==> src/tacr_pkg.sv <==
// Constants and types shared by the thermal agent configuration bank
`default_nettype none

package tacr_pkg;

  // ****************************************************************
  // Sizes
  // ****************************************************************
  localparam int unsigned AGENTS = 4;
  localparam int unsigned ADDR_W = 8;
  localparam int unsigned DATA_W = 8;
  localparam int unsigned TEMP_W = 16;
  localparam int unsigned BASE_W = 7;
  localparam int unsigned TADDR_W = 7;

  // ****************************************************************
  // Register offsets
  // ****************************************************************
  localparam logic [7:0] OFS_AGENT_CFG = 8'he0;
  localparam logic [7:0] OFS_AGENT1_TEMP_BASE = 8'he1;
  localparam logic [7:0] OFS_AGENT2_TEMP_BASE = 8'he2;
  localparam logic [7:0] OFS_AGENT3_TEMP_BASE = 8'he3;
  localparam logic [7:0] OFS_AGENT4_TEMP_BASE = 8'he4;
  localparam logic [7:0] OFS_AGENT_DOMAIN_CONFIG = 8'he5;
  localparam logic [7:0] OFS_AGENT4_REL_TEMP_LOW = 8'he6;
  localparam logic [7:0] OFS_AGENT4_REL_TEMP_HIGH = 8'he7;
  localparam logic [7:0] OFS_WARN_FLAG = 8'he8;

  // ****************************************************************
  // Reset values
  // ****************************************************************
  localparam logic [6:0] BASE_RST = 7'h48;
  localparam logic [7:0] DOMAIN_RST = 8'h00;
  localparam logic [7:0] CFG_RST = 8'h00;
  localparam logic [3:0] RTD_RST = 4'h0;
  localparam logic [3:0] EN_RST = 4'h0;
  localparam logic [3:0] PRESENT_RST = 4'h0;
  localparam logic RET_HIGH_RST = 1'b0;
  localparam logic BANK_RST = 1'b0;
  localparam logic [15:0] TEMP_RST = 16'h0000;

  // ****************************************************************
  // Field positions
  // ****************************************************************
  localparam int unsigned CFG_RTD_LSB = 0;
  localparam int unsigned CFG_EN_LSB = 4;
  localparam int unsigned DOM_RET_HIGH_BIT = 1;
  localparam int unsigned DOM_PRESENT_LSB = 4;
  localparam int unsigned FLAG_BANK_BIT = 3;
  localparam int unsigned FLAG_AGENT_LSB = 4;
  localparam int unsigned BASE_RSVD_BIT = 7;

  // ****************************************************************
  // Thermal-bus target addresses
  // ****************************************************************
  localparam logic [6:0] TARGET_ADDR_FIRST = 7'h30;

  // ****************************************************************
  // Types
  // ****************************************************************
  typedef struct packed {
    logic [7:0] addr;
    logic [7:0] wdata;
    logic wr;
    logic rd;
  } tacr_bus_s;

  typedef struct packed {
    logic ret_high;
    logic present;
    logic rtd;
  } tacr_rsel_s;

  typedef enum logic [1:0] {
    TACR_SRC_NONE,
    TACR_SRC_CFG,
    TACR_SRC_TEMP
  } tacr_src_e;

endpackage : tacr_pkg

`default_nettype wire

==> src/tacr_dom_sel.sv <==
// Per-agent domain selection of the reported relative temperature
`default_nettype none

module tacr_dom_sel (
  input wire logic clk_in,
  input wire logic sys_rst_in,
  input wire logic [15:0] dom0_temp_in,
  input wire logic [15:0] dom1_temp_in,
  input wire tacr_pkg::tacr_rsel_s sel_in,
  output logic [15:0] temp_out
);

  // ****************************************************************
  // Selection
  // ****************************************************************
  logic [15:0] temp_nxt;
  logic d1_higher;

  // Relative temperatures are two's complement, so compare signed
  assign d1_higher = $signed(dom1_temp_in) > $signed(dom0_temp_in);

  always_comb begin
    temp_nxt = dom0_temp_in;
    if (sel_in.present) begin
      if (sel_in.ret_high) begin
        temp_nxt = d1_higher ? dom1_temp_in : dom0_temp_in;
      end else if (sel_in.rtd) begin
        temp_nxt = dom1_temp_in;
      end
    end
  end

  always_ff @(posedge clk_in or posedge sys_rst_in) begin
    if (sys_rst_in) begin
      temp_out <= tacr_pkg::TEMP_RST;
    end else begin
      temp_out <= temp_nxt;
    end
  end

endmodule : tacr_dom_sel

`default_nettype wire

==> src/tacr_regs.sv <==
// Thermal agent configuration register bank with relative temperature bank
`default_nettype none

module tacr_regs (
  input wire logic clk_in,
  input wire logic sys_rst_in,
  input wire tacr_pkg::tacr_bus_s bus_in,
  output logic [7:0] rdata_out,
  input wire logic [3:0][15:0] dom0_temp_in,
  input wire logic [3:0][15:0] dom1_temp_in,
  input wire logic [3:0] alert_in,
  input wire logic [3:0] absent_in,
  output logic [3:0][15:0] agent_temp_out,
  output logic [3:0][6:0] temp_base_out,
  output logic [3:0] agent_enable_out,
  output logic [3:0] second_domain_present_out,
  output logic return_high_out,
  output logic bank_select_out,
  output logic [3:0][6:0] target_addr_out
);

  // ****************************************************************
  // Address decode helpers
  // ****************************************************************

  // Index of an agent base register, valid with is_base
  function automatic logic [1:0] base_index(input logic [7:0] addr);
    logic [7:0] diff;
    diff = addr - tacr_pkg::OFS_AGENT1_TEMP_BASE;
    return diff[1:0];
  endfunction

  function automatic logic is_base(input logic [7:0] addr);
    return (addr >= tacr_pkg::OFS_AGENT1_TEMP_BASE) &&
           (addr <= tacr_pkg::OFS_AGENT4_TEMP_BASE);
  endfunction

  // Temperature window spans config through agent 4 high byte
  function automatic logic is_temp_window(input logic [7:0] addr);
    return (addr >= tacr_pkg::OFS_AGENT_CFG) &&
           (addr <= tacr_pkg::OFS_AGENT4_REL_TEMP_HIGH);
  endfunction

  // Byte of the temperature window: agent in bits 2..1, high in bit 0
  function automatic logic [2:0] temp_slot(input logic [7:0] addr);
    logic [7:0] diff;
    diff = addr - tacr_pkg::OFS_AGENT_CFG;
    return diff[2:0];
  endfunction

  function automatic logic [7:0] temp_byte(
    input logic [3:0][15:0] temps,
    input logic [2:0] slot
  );
    logic [15:0] word;
    word = temps[slot[2:1]];
    return slot[0] ? word[15:8] : word[7:0];
  endfunction

  // ****************************************************************
  // Storage
  // ****************************************************************
  logic [6:0] base_r [4];
  logic [3:0] rtd_r;
  logic [3:0] enable_r;
  logic [3:0] present_r;
  logic ret_high_r;
  logic bank_r;
  logic [7:0] rdata_r;
  logic [7:0] rdata_nxt;
  logic [3:0][15:0] sel_temp;

  // ****************************************************************
  // Base registers
  // ****************************************************************

  // Bit 7 is not stored, so it reads zero and ignores writes
  always_ff @(posedge clk_in or posedge sys_rst_in) begin
    if (sys_rst_in) begin
      for (int i = 0; i < 4; i++) begin
        base_r[i] <= tacr_pkg::BASE_RST;
      end
    end else if (bus_in.wr && is_base(bus_in.addr)) begin
      // Sign is not checked: a negative base is the software's fault
      base_r[base_index(bus_in.addr)] <= bus_in.wdata[6:0];
    end
  end

  // ****************************************************************
  // Agent configuration register
  // ****************************************************************

  // Writes reach the stored value whatever the bank view
  always_ff @(posedge clk_in or posedge sys_rst_in) begin
    if (sys_rst_in) begin
      rtd_r <= tacr_pkg::RTD_RST;
      enable_r <= tacr_pkg::EN_RST;
    end else if (bus_in.wr && bus_in.addr == tacr_pkg::OFS_AGENT_CFG) begin
      rtd_r <= bus_in.wdata[tacr_pkg::CFG_RTD_LSB +: 4];
      enable_r <= bus_in.wdata[tacr_pkg::CFG_EN_LSB +: 4];
    end
  end

  // ****************************************************************
  // Domain register
  // ****************************************************************
  always_ff @(posedge clk_in or posedge sys_rst_in) begin
    if (sys_rst_in) begin
      present_r <= tacr_pkg::PRESENT_RST;
      ret_high_r <= tacr_pkg::RET_HIGH_RST;
    end else if (bus_in.wr &&
                 bus_in.addr == tacr_pkg::OFS_AGENT_DOMAIN_CONFIG) begin
      present_r <= bus_in.wdata[tacr_pkg::DOM_PRESENT_LSB +: 4];
      ret_high_r <= bus_in.wdata[tacr_pkg::DOM_RET_HIGH_BIT];
    end
  end

  // ****************************************************************
  // Bank select in the warning-flag register
  // ****************************************************************

  // Only the bank bit is kept here; flags come from the bus engine
  always_ff @(posedge clk_in or posedge sys_rst_in) begin
    if (sys_rst_in) begin
      bank_r <= tacr_pkg::BANK_RST;
    end else if (bus_in.wr && bus_in.addr == tacr_pkg::OFS_WARN_FLAG) begin
      bank_r <= bus_in.wdata[tacr_pkg::FLAG_BANK_BIT];
    end
  end

  // ****************************************************************
  // Reported temperature per agent
  // ****************************************************************
  for (genvar g = 0; g < 4; g++) begin : g_agent
    tacr_pkg::tacr_rsel_s rsel;

    assign rsel.ret_high = ret_high_r;
    assign rsel.present = present_r[g];
    assign rsel.rtd = rtd_r[g];

    tacr_dom_sel u_dom_sel (
      .clk_in(clk_in),
      .sys_rst_in(sys_rst_in),
      .dom0_temp_in(dom0_temp_in[g]),
      .dom1_temp_in(dom1_temp_in[g]),
      .sel_in(rsel),
      .temp_out(sel_temp[g])
    );

    // Agent g answers at the first target address plus g
    assign target_addr_out[g] =
      tacr_pkg::TARGET_ADDR_FIRST + 7'(g);
    assign temp_base_out[g] = base_r[g];
  end

  // ****************************************************************
  // Read mux
  // ****************************************************************

  // Configuration view of one mapped offset
  function automatic logic [7:0] cfg_byte(input logic [7:0] addr);
    logic [7:0] v;
    v = 8'h00;
    if (is_base(addr)) begin
      v[6:0] = base_r[base_index(addr)];
    end else if (addr == tacr_pkg::OFS_AGENT_CFG) begin
      v[tacr_pkg::CFG_RTD_LSB +: 4] = rtd_r;
      v[tacr_pkg::CFG_EN_LSB +: 4] = enable_r;
    end else if (addr == tacr_pkg::OFS_AGENT_DOMAIN_CONFIG) begin
      v[tacr_pkg::DOM_PRESENT_LSB +: 4] = present_r;
      v[tacr_pkg::DOM_RET_HIGH_BIT] = ret_high_r;
    end
    return v;
  endfunction

  function automatic tacr_pkg::tacr_src_e read_src(
    input logic [7:0] addr,
    input logic bank
  );
    tacr_pkg::tacr_src_e s;
    s = tacr_pkg::TACR_SRC_NONE;
    if (addr == tacr_pkg::OFS_AGENT4_REL_TEMP_LOW ||
        addr == tacr_pkg::OFS_AGENT4_REL_TEMP_HIGH) begin
      // Read-only pair answers in either view
      s = tacr_pkg::TACR_SRC_TEMP;
    end else if (is_temp_window(addr)) begin
      s = bank ? tacr_pkg::TACR_SRC_TEMP : tacr_pkg::TACR_SRC_CFG;
    end
    return s;
  endfunction

  always_comb begin
    rdata_nxt = 8'h00;
    if (bus_in.rd) begin
      if (bus_in.addr == tacr_pkg::OFS_WARN_FLAG) begin
        rdata_nxt[tacr_pkg::FLAG_BANK_BIT] = bank_r;
        rdata_nxt[tacr_pkg::FLAG_AGENT_LSB +: 4] =
          bank_r ? absent_in : alert_in;
      end else begin
        unique case (read_src(bus_in.addr, bank_r))
          tacr_pkg::TACR_SRC_NONE: begin
            rdata_nxt = 8'h00;
          end
          tacr_pkg::TACR_SRC_CFG: begin
            rdata_nxt = cfg_byte(bus_in.addr);
          end
          tacr_pkg::TACR_SRC_TEMP: begin
            // Slot 1 is agent 1 high, 2/3 agent 2, 4/5 agent 3
            rdata_nxt = temp_byte(sel_temp,
                                  temp_slot(bus_in.addr));
          end
          default: begin
            rdata_nxt = 8'h00;
          end
        endcase
      end
    end
  end

  // Data stand only in the cycle after the strobe, zero otherwise
  always_ff @(posedge clk_in or posedge sys_rst_in) begin
    if (sys_rst_in) begin
      rdata_r <= 8'h00;
    end else begin
      rdata_r <= rdata_nxt;
    end
  end

  // ****************************************************************
  // Outputs
  // ****************************************************************
  assign rdata_out = rdata_r;
  assign agent_temp_out = sel_temp;
  assign agent_enable_out = enable_r;
  assign second_domain_present_out = present_r;
  assign return_high_out = ret_high_r;
  assign bank_select_out = bank_r;

endmodule : tacr_regs

`default_nettype wire

==> config.mk <==
export PLATFORM = sky130hd
export DESIGN_NAME = tacr_regs
export DESIGN_NICKNAME = d
export VERILOG_FILES = /design/src/tacr_pkg.sv /design/src/tacr_dom_sel.sv /design/src/tacr_regs.sv
export SDC_FILE = /design/constraint.sdc
export NUM_CORES = 1
export LEC_CHECK = 0
export ABC_AREA = 1
export BUFFER_PORTS_ARGS = -buffer_cell sky130_fd_sc_hd__buf_2
export CAP_MARGIN = 0
export CORE_MARGIN = 8
export CORE_UTILIZATION = 53
export CTS_CLUSTER_SIZE = 16
export DETAILED_ROUTE_END_ITERATION = 8
export MAX_ROUTING_LAYER = met4
export PLACE_DENSITY = 0.82
export SYNTH_ARGS = -nofsm -noshare
export SYNTH_HDL_FRONTEND = slang
export SYNTH_SLANG_ARGS = --single-unit
==> constraint.sdc <==
create_clock -name clk_in -period 5.5 [get_ports clk_in]
set_clock_uncertainty 0.15 [all_clocks]
set_input_delay 1.1 -clock clk_in [delete_from_list [all_inputs] [get_ports clk_in]]
set_output_delay 1.1 -clock clk_in [all_outputs]
set_load 0.03 [all_outputs]
==> impl_metrics.env <==
export IMPL_h_tree_depth=4
export IMPL_cpPeakStageDelay_ns=0.74
export IMPL_synth_seq_cells=114
export IMPL_status="finished, final reports clean"
export IMPL_slowest_stage="inv_1"
export IMPL_clockBufferDepth=2
export IMPL_vias_per_cell=5.89
export IMPL_postSynthCellCount=1429
export IMPL_drt_wl_total_mm=36.1
export IMPL_hold_ws_ns=0.353
export IMPL_timing_critical_path_mode_cell="nand2_1"
export IMPL_fin_cells=1884
export IMPL_clk_pin_slew_ns=0.06
export IMPL_num_vias=11105
export IMPL_grt_max_degree=80
export IMPL_numClockSinks=114
export IMPL_holdBufCountCts=0
export IMPL_grt_overflow=0
export IMPL_dpl_cell_count=1851
export IMPL_synth_common_cells="nand2_1, a21oi_1, inv_1"
export IMPL_cts_resized=0
export IMPL_cellPowerDensity_nw_per_um2=254
export IMPL_cts_inserted_buffers=17
export IMPL_r2r_setup_slack_ns=2.85
export IMPL_swShare_pct=34.6
export IMPL_setup_viol=0
export IMPL_die_w_um=152
export IMPL_power_leakage_nw=6.14
export IMPL_max_cap_violations=0
export IMPL_die_area_um2=23200
export IMPL_clockPowerShare_pct=42.7
export IMPL_synth_edff_count=0
export IMPL_grt_use_met3_pct=6.83
export IMPL_synth_top_area_cell="dfrtp_1"
export IMPL_initial_core_util_pct=53.3
export IMPL_worstSetupPathType="primary input to register"
export IMPL_nNetsFinal=1862
export IMPL_final_hold_viol_count=0
export IMPL_cts_root_buf="clkbuf_16"
export IMPL_critPathTopFamily="buffers and inverters"
export IMPL_place_hpwl_mm=27.1
export IMPL_finalMaxSlewViolations=0
export IMPL_busiest_layer="met2"
export IMPL_drt_pass1_iter_count=6
export IMPL_ys_seq_area_share_pct=29.1
export IMPL_place_gp_congestion=0.940
export IMPL_fin_tns_setup_ns=0
export IMPL_post_cts_buffers=0
export IMPL_cp_max_fo=35
export IMPL_synthArstFlopShare_pct=100
export IMPL_end_kind="register"
export IMPL_yosysMostFrequentCell="nand2_1"
export IMPL_use_met2_pct=49.3
export IMPL_synth_cell_type_count=41
export IMPL_drc_errors=0
export IMPL_syn_avg_cell_area_um2=6.88
export IMPL_synth_area_um2=9840
export IMPL_antenna_left=0
export IMPL_crit_buf_inv=4
export IMPL_worstPathRequired_ns=5.64
export IMPL_irDropWorstVdd_mv=0.211
export IMPL_pin_count=294
export IMPL_dominantRegCellSynth="dfrtp_1"
export IMPL_fmax_mhz=287
export IMPL_grt_util_all_layers_pct=31.1
export IMPL_syn2layout_area_growth_pct=18.5
export IMPL_fin_crit_ns=3.48
export IMPL_synth_top_cell_area_share_pct=27.0
export IMPL_crit_chain="buf_2 -> inv_1 -> ha_1 -> inv_1 -> nor3_1 -> nand2_1 -> inv_2 -> nand2_1 -> nand2_1 -> o21ai_1"
export IMPL_clk_latency_ns=0.43
export IMPL_internal_power_mw=1.93
export IMPL_synthTopCellsByArea="dfrtp_1, nand2_1, a21oi_1, ha_1, inv_1"
export IMPL_placementRows=50
export IMPL_die_h_um=152
export IMPL_portBuffers=265
export IMPL_combPwrFrac_pct=25.0
export IMPL_wl_per_cell_um=19.2
export IMPL_hold_path_class="register to register"
export IMPL_grt_pass1_vias=10817
export IMPL_cts_tree="done"
export IMPL_grt_pass1_wl_mm=56.9
export IMPL_yosysWarnings=0
export IMPL_tightest_slew_ns=1.21
export IMPL_core_area_um2=18500
export IMPL_cp_start_kind="primary input"
export IMPL_arrival_ns=3.62
export IMPL_grt_antenna_before_repair=1
export IMPL_p_switching_mw=1.02
export IMPL_fin_crit_sh_pct=63.3
export IMPL_grt_setup_unrepaired="false"
export IMPL_drive_gt1_share_pct=23.3
export IMPL_seqPwrFrac_pct=32.3
export IMPL_grtUsageMet1_pct=38.4
export IMPL_first_iter_violations=1131
export IMPL_max_slew_margin_rel_pct=19.5
export IMPL_fill_cells=1664
==> path summary, 6_finish.rpt <==
check	start	to	depth (start not counted)
setup / recovery	bus_in[11]	agent_enable_out[3]	10
hold / removal	temp_base_out[10]	temp_base_out[10]	2
setup reg to reg	second_domain_present_out[1]	rdata_out[5]	6
hold reg to reg	temp_base_out[10]	temp_base_out[10]	2
max in group asynchronous	sys_rst_in	g_agent[2].u_dom_sel.temp_out[15]	3
min in group asynchronous	sys_rst_in	g_agent[1].u_dom_sel.temp_out[10]	2
==> worst min-delay path, delay by kind of cell (launching register included) <==
family	cells	cell delay, ns
AND/OR/NAND/NOR	1	0.07
flip-flops	1	0.38
AO/OA/AOI/OAI	1	0.05
==> cell families (layout without fill, tap and decap cells) <==
group                    count (synthesis)  in the layout  synth area share (%)
AO/OA/AOI/OAI                          342            342                  19.8
other                                    2             29                0.0763
adder cells (fa/ha/maj)                 70             70                  8.90
flip-flops                             114            114                  29.1
buffers and inverters                  293            487                  13.3
AND/OR/NAND/NOR                        608            608                  28.8
==> metal layers <==
metal	vias to the layer above	share of wire, %
met5	-	0
met4	0	3.5
met3	95	9.7
met2	672	47
met1	5186	40
li1	5152	-
==> cell usage in the layout, fill, tap and decap left out, types with 2 or more instances in the layout <==
cell	synthesis	routed
a211oi_1	17	17
a21o_1	4	4
a21oi_1	185	185
a21oi_2	12	12
a32o_1	2	2
buf_2	20	265
buf_4	33	4
bufinv_16	0	5
clkbuf_16	0	17
clkinv_1	7	7
conb_1	2	28
dfrtp_1	106	105
dfstp_2	8	8
ha_1	70	70
inv_1	176	175
inv_2	2	2
inv_4	1	2
inv_6	0	7
inv_8	0	2
nand2_1	254	254
nand2_2	16	16
nand2_4	4	4
nand3_1	76	76
nand3_2	15	15
nand3_4	4	4
nand4_1	69	69
nor2_1	161	161
nor3_1	2	2
nor3_2	3	3
o211ai_1	2	2
o21ai_0	53	53
o21ai_1	30	30
o21ai_2	12	12
o21bai_1	2	2
o221ai_1	18	18
o22ai_1	2	2
o31ai_1	2	2
==> power by group through the flow <==
stage,sequential (mW),combinational [mW],clock [mW]
final,0.955,0.739,1.26
after CTS,0.951,0.729,1.27
after floorplan,0.995,0.475,0
after global routing,0.956,0.815,1.31
after detailed placement,0.965,0.724,0
after global placement,0.965,0.708,0
==> final cells by class <==
cell class / instances / area (um^2) / share of cell area [%]
multi-input cells: 1048 / 5770 / 49.5
flip-flops and latches: 114 / 2870 / 24.6
repair buffers: 269 / 1360 / 11.6
inverters: 186 / 703 / 6.03
clock buffers: 17 / 425 / 3.65
well taps: 234 / 293 / 2.51
clock inverters: 15 / 243 / 2.08
diodes: 1 / 2.50 / 0.0215
==> sequential cells by signal (all words and copies together), names as in the netlist <==
register,flops
rdata_out,8
return_high_out,1
g_agent.u_dom_sel.temp_out,64
second_domain_present_out,4
agent_enable_out,4
rtd_r,4
temp_base_out,28
bank_select_out,1
==> through the flow <==
stage	power, mW	instance area, um^2	worst slack [ns]	utilization (%)
after floorplan	1.47	9930	1.25	-
after global placement	1.67	11000	1.74	59.5
after detailed placement	1.69	11000	1.66	59.5
after CTS	2.95	11700	2.08	63.2
after global routing	3.08	11700	1.73	63.2
final	2.96	11700	2.02	63.2
Note: power is estimated with default switching activity, not from simulation.
